`config.mk`:
```
export PLATFORM = sky130hd
export DESIGN_NAME = rss_relay_status_selector
export DESIGN_NICKNAME = d
export VERILOG_FILES = /design/src/rss_pkg.sv /design/src/rss_relay_status_selector.sv
export SDC_FILE = /design/constraint.sdc
export NUM_CORES = 2
export LEC_CHECK = 0
export BUFFER_PORTS_ARGS = -buffer_cell sky130_fd_sc_hd__buf_2
export CAP_MARGIN = 10
export CORE_AREA = 2 2 334 336
export DETAILED_ROUTE_END_ITERATION = 12
export DIE_AREA = 0 0 336 338
export PLACE_DENSITY = 0.62
export SETUP_SLACK_MARGIN = 0.5
export SLEW_MARGIN = 40
export SYNTH_ARGS = -nofsm -noshare
export SYNTH_HDL_FRONTEND = slang
export SYNTH_SLANG_ARGS = --single-unit
```
`constraint.sdc`:
```
create_clock -name I_CLK -period 5.1 [get_ports I_CLK]
set_input_delay 0 -clock I_CLK [delete_from_list [all_inputs] [get_ports I_CLK]]
set_output_delay 0 -clock I_CLK [all_outputs]
set_load 0.01 [all_outputs]
```
`src/rss_pkg.sv`:
```
// Constants, register map and selector codes of the relay status selector
package rss_pkg;

    // ==========================================================
    // Register byte offsets
    localparam logic [7:0] RSS_REG_CTRL = 8'h00;
    localparam logic [7:0] RSS_REG_OFS = 8'h04;
    localparam logic [7:0] RSS_REG_SCALE = 8'h08;
    localparam logic [7:0] RSS_REG_THR = 8'h0c;
    localparam logic [7:0] RSS_REG_HYS = 8'h10;
    localparam logic [7:0] RSS_REG_MIN = 8'h14;
    localparam logic [7:0] RSS_REG_MAX = 8'h18;
    localparam logic [7:0] RSS_REG_STAT = 8'h1c;
    localparam logic [7:0] RSS_REG_AIN1 = 8'h20;
    localparam logic [7:0] RSS_REG_DEM = 8'h24;

    // ==========================================================
    // Field layout
    localparam int RSS_FUNC_LSB = 0;
    localparam int RSS_SRC_LSB = 4;
    localparam int RSS_CW_RELAY_BIT = 8;
    localparam int RSS_ST_RELAY = 0;
    localparam int RSS_ST_COND = 1;
    localparam int RSS_ST_HI = 2;
    localparam int RSS_ST_LO = 5;

    // ==========================================================
    // Relay function codes
    typedef enum logic [3:0] {
        RSS_F_RUN = 4'h0,
        RSS_F_HEALTHY = 4'h1,
        RSS_F_AT_SPD = 4'h2,
        RSS_F_TRIP = 4'h3,
        RSS_F_SPD_HI = 4'h4,
        RSS_F_CUR_HI = 4'h5,
        RSS_F_SPD_LO = 4'h6,
        RSS_F_CUR_LO = 4'h7,
        RSS_F_AIN2_HI = 4'h8,
        RSS_F_READY = 4'h9,
        RSS_F_FIRE = 4'ha,
        RSS_F_SPD_NF = 4'hb,
        RSS_F_BUS = 4'hc
    } rss_func_t;
    localparam logic [3:0] RSS_SRC_SLAVE = 4'h9;
    localparam logic [3:0] RSS_SRC_RST = 4'h0;

    // ==========================================================
    // Settings in units of 0.1 percent
    localparam logic signed [35:0] RSS_PCT_DIV = 36'sh0000003e8;
    localparam logic signed [15:0] RSS_OFS_MIN = -16'sh1388;
    localparam logic signed [15:0] RSS_OFS_MAX = 16'sh1388;
    localparam logic signed [15:0] RSS_OFS_RST = 16'sh0000;
    localparam logic [15:0] RSS_SCALE_RST = 16'h03e8;
    localparam logic [15:0] RSS_THR_MAX = 16'h07d0;
    localparam logic [15:0] RSS_THR_RST = 16'h03e8;
    localparam logic [15:0] RSS_HYS_MAX = 16'h03e8;
    localparam logic [15:0] RSS_HYS_RST = 16'h0000;
    localparam logic signed [15:0] RSS_MIN_RST = 16'sh0000;
    localparam logic signed [15:0] RSS_MAX_RST = 16'sh03e8;

endpackage : rss_pkg

```
`src/rss_relay_status_selector.sv`:
```
// Relay status selector with analog input conditioning and slave scaling
`timescale 1ns/1ns
`default_nettype none

module rss_relay_status_selector
    import rss_pkg::*;
(
    input wire logic I_CLK,
    input wire logic I_ARST_N,
    input wire logic [7:0] I_AVS_ADDRESS,
    input wire logic I_AVS_READ,
    input wire logic I_AVS_WRITE,
    input wire logic [31:0] I_AVS_WRITEDATA,
    output logic [31:0] O_AVS_READDATA,
    output logic O_AVS_WAITREQUEST,
    input wire logic [15:0] I_AIN1_LEVEL,
    input wire logic [15:0] I_AIN2_LEVEL,
    input wire logic [15:0] I_OUT_FREQ,
    input wire logic [15:0] I_SETPOINT_FREQ,
    input wire logic [15:0] I_MOTOR_CURRENT,
    input wire logic [15:0] I_MASTER_SPEED,
    input wire logic [15:0] I_CTRL_WORD,
    input wire logic I_RUNNING,
    input wire logic I_FAULT,
    input wire logic I_READY,
    input wire logic I_FIRE_MODE,
    output logic O_RELAY,
    output logic [15:0] O_AIN1_VALUE,
    output logic [15:0] O_SPEED_DEMAND
);

    localparam logic signed [15:0] RSS_MAX_POS = 16'sh7fff;
    localparam logic signed [15:0] RSS_MIN_NEG = -16'sh8000;

    // ==========================================================
    // Functions
    function automatic logic signed [15:0] scale_sat(
        input logic signed [17:0] v,
        input logic [15:0] f
    );
        logic signed [35:0] p;
        p = 36'(v * $signed({2'b00, f})) / RSS_PCT_DIV;
        if (p > 36'(RSS_MAX_POS))
            scale_sat = RSS_MAX_POS;
        else if (p < 36'(RSS_MIN_NEG))
            scale_sat = RSS_MIN_NEG;
        else
            scale_sat = p[15:0];
    endfunction : scale_sat

    function automatic logic signed [15:0] clamp(
        input logic signed [15:0] x,
        input logic signed [15:0] lo,
        input logic signed [15:0] hi
    );
        if (x > hi)
            clamp = hi;
        else if (x < lo)
            clamp = lo;
        else
            clamp = x;
    endfunction : clamp

    // Hysteresis keeps the flag set until the value falls below thr - hys
    function automatic logic upd_hi(
        input logic cur,
        input logic [15:0] q,
        input logic [15:0] thr,
        input logic [15:0] hys
    );
        logic [16:0] qx;
        qx = {1'b0, q} + {1'b0, hys};
        upd_hi = (q >= thr) | (cur & (qx >= {1'b0, thr}));
    endfunction : upd_hi

    function automatic logic upd_lo(
        input logic cur,
        input logic [15:0] q,
        input logic [15:0] thr,
        input logic [15:0] hys
    );
        logic [16:0] tx;
        tx = {1'b0, thr} + {1'b0, hys};
        upd_lo = (q < thr) | (cur & ({1'b0, q} < tx));
    endfunction : upd_lo

    // ==========================================================
    // Reset release
    logic rst_ff1;
    logic rst_n;

    always_ff @(posedge I_CLK or negedge I_ARST_N)
    begin
        if (!I_ARST_N)
        begin
            rst_ff1 <= 1'b0;
            rst_n <= 1'b0;
        end
        else
        begin
            rst_ff1 <= 1'b1;
            rst_n <= rst_ff1;
        end
    end

    // ==========================================================
    // Settings registers
    rss_func_t func;
    logic [3:0] src;
    logic signed [15:0] ofs;
    logic [15:0] scale;
    logic [15:0] thr;
    logic [15:0] hys;
    logic signed [15:0] spd_min;
    logic signed [15:0] spd_max;
    logic ack;

    // One wait cycle per access; write lands at the edge it is released
    wire bus_req = I_AVS_READ | I_AVS_WRITE;
    wire wr_go = I_AVS_WRITE & ack;
    wire [15:0] wd = I_AVS_WRITEDATA[15:0];
    wire [3:0] wd_func = I_AVS_WRITEDATA[RSS_FUNC_LSB +: 4];
    wire [3:0] wd_src = I_AVS_WRITEDATA[RSS_SRC_LSB +: 4];
    wire wr_ctrl = wr_go & (I_AVS_ADDRESS == RSS_REG_CTRL);
    wire wr_ofs = wr_go & (I_AVS_ADDRESS == RSS_REG_OFS);
    wire wr_scale = wr_go & (I_AVS_ADDRESS == RSS_REG_SCALE);
    wire wr_thr = wr_go & (I_AVS_ADDRESS == RSS_REG_THR);
    wire wr_hys = wr_go & (I_AVS_ADDRESS == RSS_REG_HYS);
    wire wr_min = wr_go & (I_AVS_ADDRESS == RSS_REG_MIN);
    wire wr_max = wr_go & (I_AVS_ADDRESS == RSS_REG_MAX);
    // Out-of-range values are dropped so the setting keeps its last legal value
    wire func_ok = wd_func <= RSS_F_BUS;
    wire ofs_ok = ($signed(wd) >= RSS_OFS_MIN) && ($signed(wd) <= RSS_OFS_MAX);
    wire thr_ok = wd <= RSS_THR_MAX;
    wire hys_ok = wd <= RSS_HYS_MAX;

    assign O_AVS_WAITREQUEST = bus_req & ~ack;

    always_ff @(posedge I_CLK or negedge rst_n)
    begin
        if (!rst_n)
        begin
            ack <= 1'b0;
            func <= RSS_F_HEALTHY;
            src <= RSS_SRC_RST;
            ofs <= RSS_OFS_RST;
            scale <= RSS_SCALE_RST;
            thr <= RSS_THR_RST;
            hys <= RSS_HYS_RST;
            spd_min <= RSS_MIN_RST;
            spd_max <= RSS_MAX_RST;
        end
        else
        begin
            ack <= bus_req & ~ack;
            if (wr_ctrl && func_ok)
                func <= rss_func_t'(wd_func);
            if (wr_ctrl)
                src <= wd_src;
            if (wr_ofs && ofs_ok)
                ofs <= $signed(wd);
            if (wr_scale)
                scale <= wd;
            if (wr_thr && thr_ok)
                thr <= wd;
            if (wr_hys && hys_ok)
                hys <= wd;
            if (wr_min)
                spd_min <= $signed(wd);
            if (wr_max)
                spd_max <= $signed(wd);
        end
    end

    // ==========================================================
    // Analog conditioning and speed demand
    wire signed [17:0] ain1_diff = $signed({2'b00, I_AIN1_LEVEL}) - 18'(ofs);
    wire signed [15:0] ain1_val = scale_sat(ain1_diff, scale);
    wire signed [15:0] slave_val = scale_sat($signed({2'b00, I_MASTER_SPEED}), scale);
    wire slave_mode = src == RSS_SRC_SLAVE;
    wire signed [15:0] dem_raw = slave_mode ? slave_val : ain1_val;
    wire signed [15:0] dem_val = clamp(dem_raw, spd_min, spd_max);

    // ==========================================================
    // Threshold flags: 0 frequency, 1 current, 2 analog input two
    logic [2:0] hi_flag;
    logic [1:0] lo_flag;
    wire [15:0] qty [3];
    assign qty[0] = I_OUT_FREQ;
    assign qty[1] = I_MOTOR_CURRENT;
    assign qty[2] = I_AIN2_LEVEL;

    always_ff @(posedge I_CLK or negedge rst_n)
    begin
        if (!rst_n)
        begin
            hi_flag <= 3'h0;
            lo_flag <= 2'h0;
        end
        else
        begin
            for (int i = 0; i < 3; i++)
                hi_flag[i] <= upd_hi(hi_flag[i], qty[i], thr, hys);
            for (int i = 0; i < 2; i++)
                lo_flag[i] <= upd_lo(lo_flag[i], qty[i], thr, hys);
        end
    end

    // ==========================================================
    // Relay condition select
    logic cond;
    logic relay;

    always_comb
    begin
        case (func)
            RSS_F_RUN: cond = I_RUNNING;
            RSS_F_HEALTHY: cond = ~I_FAULT;
            RSS_F_AT_SPD: cond = I_OUT_FREQ == I_SETPOINT_FREQ;
            RSS_F_TRIP: cond = I_FAULT;
            RSS_F_SPD_HI: cond = hi_flag[0];
            RSS_F_CUR_HI: cond = hi_flag[1];
            RSS_F_SPD_LO: cond = lo_flag[0];
            RSS_F_CUR_LO: cond = lo_flag[1];
            RSS_F_AIN2_HI: cond = hi_flag[2];
            RSS_F_READY: cond = I_READY & ~I_FAULT;
            RSS_F_FIRE: cond = I_FIRE_MODE;
            RSS_F_SPD_NF: cond = hi_flag[0];
            RSS_F_BUS: cond = I_CTRL_WORD[RSS_CW_RELAY_BIT];
            default: cond = 1'b0;
        endcase
    end

    wire fire_hold = (func == RSS_F_SPD_NF) & I_FIRE_MODE;
    wire next_relay = fire_hold ? relay : cond;

    always_ff @(posedge I_CLK or negedge rst_n)
    begin
        if (!rst_n)
        begin
            relay <= 1'b0;
            O_AIN1_VALUE <= 16'h0000;
            O_SPEED_DEMAND <= 16'h0000;
        end
        else
        begin
            relay <= next_relay;
            O_AIN1_VALUE <= ain1_val;
            O_SPEED_DEMAND <= dem_val;
        end
    end

    assign O_RELAY = relay;

    // ==========================================================
    // Read data
    wire [31:0] st_word = {25'h0, lo_flag, hi_flag, cond, relay};
    logic [31:0] rd_mux;

    always_comb
    begin
        case (I_AVS_ADDRESS)
            RSS_REG_CTRL: rd_mux = {24'h0, src, func};
            RSS_REG_OFS: rd_mux = {16'h0, ofs};
            RSS_REG_SCALE: rd_mux = {16'h0, scale};
            RSS_REG_THR: rd_mux = {16'h0, thr};
            RSS_REG_HYS: rd_mux = {16'h0, hys};
            RSS_REG_MIN: rd_mux = {16'h0, spd_min};
            RSS_REG_MAX: rd_mux = {16'h0, spd_max};
            RSS_REG_STAT: rd_mux = st_word;
            RSS_REG_AIN1: rd_mux = {16'h0, O_AIN1_VALUE};
            RSS_REG_DEM: rd_mux = {16'h0, O_SPEED_DEMAND};
            default: rd_mux = 32'h0;
        endcase
    end

    always_ff @(posedge I_CLK or negedge rst_n)
    begin
        if (!rst_n)
            O_AVS_READDATA <= 32'h0;
        else if (I_AVS_READ && !ack)
            O_AVS_READDATA <= rd_mux;
    end
endmodule : rss_relay_status_selector

`default_nettype wire

```
==> results.cfg <==
[floorplan]
dieArea_sq_mm = 0.114
floorplan.io_pins = 226
die_h_um = 338
initial_utilization = 0.445
chipWidth_um = 336
coreArea_sq_mm = 0.110
num_rows = 122

[drt]
vias = 51700
wl_per_cell_um = 18.3
drtAntennaViolNets = 0
drtPass1Iterations = 8
drc = 0
wl_um = 169000
drt_iter0_markers = 3789
vias_per_cell = 5.60

[global_route]
grt_max_degree = 61
grt_pass1_wl_um = 271000
antenna_found_initial = 5
grt_overflow = 0
grt_pass1_vias = 51800
grt_usage = 0.291

[setup_path]
crit_path_top_delay_cell = fa_1
start_kind = register
critical_path_arrival_ps = 29330
cp_max_fo = 11
path_common_cell = a21o_1
cp_slowest_stage_delay_ps = 570
worstSetupPathType = reg2reg
path_buf_inv = 21
endpoint_kind = register
crit_family = compound AO/OA/AOI/OAI gates
required_ps = 5400

[timing]
finalWorstSetupSlack_ps = -23930
tns_ps = -730700
setup_viol = 32
tightest_slew_ps = 870
maxSlewHeadroom = 0.418
rsz0062_at_grt = true
final_hold_viol_count = 0
min_period_ps = 29030
finClkSkew_ps = 17.4
drv_slew = 0
period_share = 5.69
fmax_ghz = 0.0344

[cells_and_area]
stdcell_count = 9237
seqCellArea_sq_mm = 0.00406
syn2layout_area_growth_pct = 38.3
drive_gt1_frac = 0.343
design_area_sq_mm = 0.0678
fin_nets = 8812
fill_cells = 9432
multi_input_area_sq_mm = 0.0441

[placement]
placed_cell_area_sq_mm = 0.0635
dp.cells = 9031
io_buffer_count = 178
hpwlAfterDp_um = 140000
place.gp.congestion = 0.936

[synth]
syn_area_sq_mm = 0.0490
synth_warnings = 0
ys_seq_elements = 161
ys_seq_area_frac = 0.0827
synth_cells = 6024
synth-async-reset-ratio = 1.00
synth_edf_count = 0
ys_types = 152
syn_area_per_cell_sq_um = 8.14
ys.flop_type = dfrtp_1

[min_path]
hp-class = in2reg

[cts]
cts_tree = yes
worstSkewPairLatency_ps = 440
clkSlewWorstSetupHoldPaths_ps = 80
cts_root_buf = clkbuf_16
htreeDepth = 4
clockBufferDepth = 2
cts_sinks = 161
numCtsBuffers = 17

[status]
status = complete, but fails checks
violations = setup timing

[run]
max_cap_violations = 0
-- stage by stage --
| step | hold WS, ps | util | setup slack, ps |
|---|---|---|---|
| 2_1_floorplan | -296 | - | -23160 |
| 3_3_place_gp | -216 | 0.576 | -23770 |
| 3_5_place_dp | -214 | 0.577 | -24320 |
| 4_1_cts | 6.52 | 0.601 | -23510 |
| 5_1_grt | 38.2 | 0.616 | -25050 |
| 6_report | 34.7 | 0.616 | -23930 |
-- layer usage --
metal | global-route usage | wire (um) | part of all wire | vias up
li1 | - | - | - | 24600
met1 | 0.389 | 73600 | 0.44 | 25300
met2 | 0.498 | 80800 | 0.48 | 1518
met3 | 0.0275 | 8690 | 0.051 | 290
met4 | 0.0906 | 5890 | 0.035 | 6
met5 | 0 | 34 | 0.00020 | -
-- worst paths after layout --
kind | cells after the start | slack (ps) | from | endpoint
worst max-delay path | 132 | -23930 | ofs[1] | O_SPEED_DEMAND[1]
worst min-delay path | 3 | 30 | I_AVS_WRITEDATA[3] | func[0]
worst max register to register | 132 | -23930 | ofs[1] | O_SPEED_DEMAND[1]
worst min register to register | 1 | 280 | rst_n | O_AIN1_VALUE[12]
max in group asynchronous | 3 | 3700 | rst_n | spd_max[9]
min in group asynchronous | 1 | 280 | rst_n | O_AIN1_VALUE[12]
-- cell usage after synthesis (all sizes together) (21+ instances only) --
cell	number	share of area
xor2	98	0.018
clkbuf	171	0.013
nand2	595	0.046
a21oi	295	0.031
a22oi	50	0.0077
and3	34	0.0043
nand4	78	0.010
a211oi	78	0.013
nand3	131	0.013
xnor2	221	0.040
a21boi	26	0.0044
nor2	289	0.022
nor4	50	0.0071
a2111oi	21	0.0046
a211o	35	0.0063
o21ai	253	0.027
nor3	136	0.015
o21a	45	0.0069
o31ai	49	0.0086
buf	65	0.0097
or2	43	0.0055
or3	46	0.0061
a22o	32	0.0057
ha	433	0.11
a21o	116	0.018
mux2	110	0.026
a31oi	83	0.011
a221oi	40	0.0074
dfrtp	142	0.073
fa	486	0.20
o21bai	54	0.0083
o2111ai	26	0.0050
o211ai	72	0.012
nor2b	82	0.010
and2	248	0.032
mux2i	74	0.015
nand2b	63	0.0080
inv	757	0.058
o31a	23	0.0041
o211a	29	0.0059
-- cell usage in the layout, fill, tap and decap left out, drive strengths merged, types with 26 or more instances in the layout --
cell type / count
buf: 1900
inv: 762
nand2: 595
fa: 486
ha: 433
a21oi: 295
nor2: 289
o21ai: 253
and2: 248
xnor2: 221
dfrtp: 142
nor3: 136
nand3: 131
a21o: 116
mux2: 110
xor2: 98
a31oi: 83
nor2b: 82
a211oi: 79
nand4: 78
mux2i: 74
o211ai: 72
nand2b: 63
o21bai: 54
a22oi: 50
nor4: 50
o31ai: 49
or3: 46
o21a: 45
or2: 43
a221oi: 40
a211o: 35
and3: 34
a22o: 32
o211a: 29
o2111ai: 26
a21boi: 26
-- tightest hold or removal path: stages --
cell	delay, ps
buf_2	210
a31oi_1	170
a21oi_1	80
-- cell type report --
cell class | instances | area share
flip-flops and latches | 161 | 0.0599
multi-input cells | 4881 | 0.650
clock buffers | 19 | 0.00638
repair buffers | 1915 | 0.213
inverters | 757 | 0.0420
clock inverters | 13 | 0.00151
diodes | 3 | 0.000111
well taps | 1488 | 0.0275
-- timing repair --
| action | in CTS | in global routing |
|---|---|---|
| pin swaps | 120 | 140 |
| resized for setup | 264 | 275 |
| hold endpoints to repair | 26 | 0 |
| hold buffers | 15 | 0 |
| buffers inserted | 88 | 65 |
| cloned | 2 | 1 |
| setup endpoints to repair | 35 | 37 |
-- state kept, by name (all words and copies together), names as in the netlist --
| signal | count |
|---|---|
| scale | 16 |
| hi_flag | 3 |
| spd_max | 16 |
| spd_min | 16 |
| rst_ff1 | 1 |
| func | 4 |
| thr | 16 |
| ack | 1 |
| O_AVS_READDATA | 16 |
| O_RELAY | 1 |
| src | 4 |
| hys | 16 |
| lo_flag | 2 |
| O_SPEED_DEMAND | 16 |
| O_AIN1_VALUE | 16 |
| rst_n | 1 |
| ofs | 16 |
-- kinds of logic after synthesis --
group                      count (synthesis)  share of synthesized area
and+or+nand+nor                         1875                      0.193
AOI/OAI and AO/OA                       1543                      0.229
buffers and inverters                    999                     0.0820
adders and majority gates                937                      0.313
xor gates and xnor gates                 320                     0.0582
muxes                                    187                     0.0423
DFF                                      161                     0.0827
other                                      2                   0.000153
Power is not shown: default switching activity piles up to over one toggle a cycle in this logic, so the estimate is an artifact.
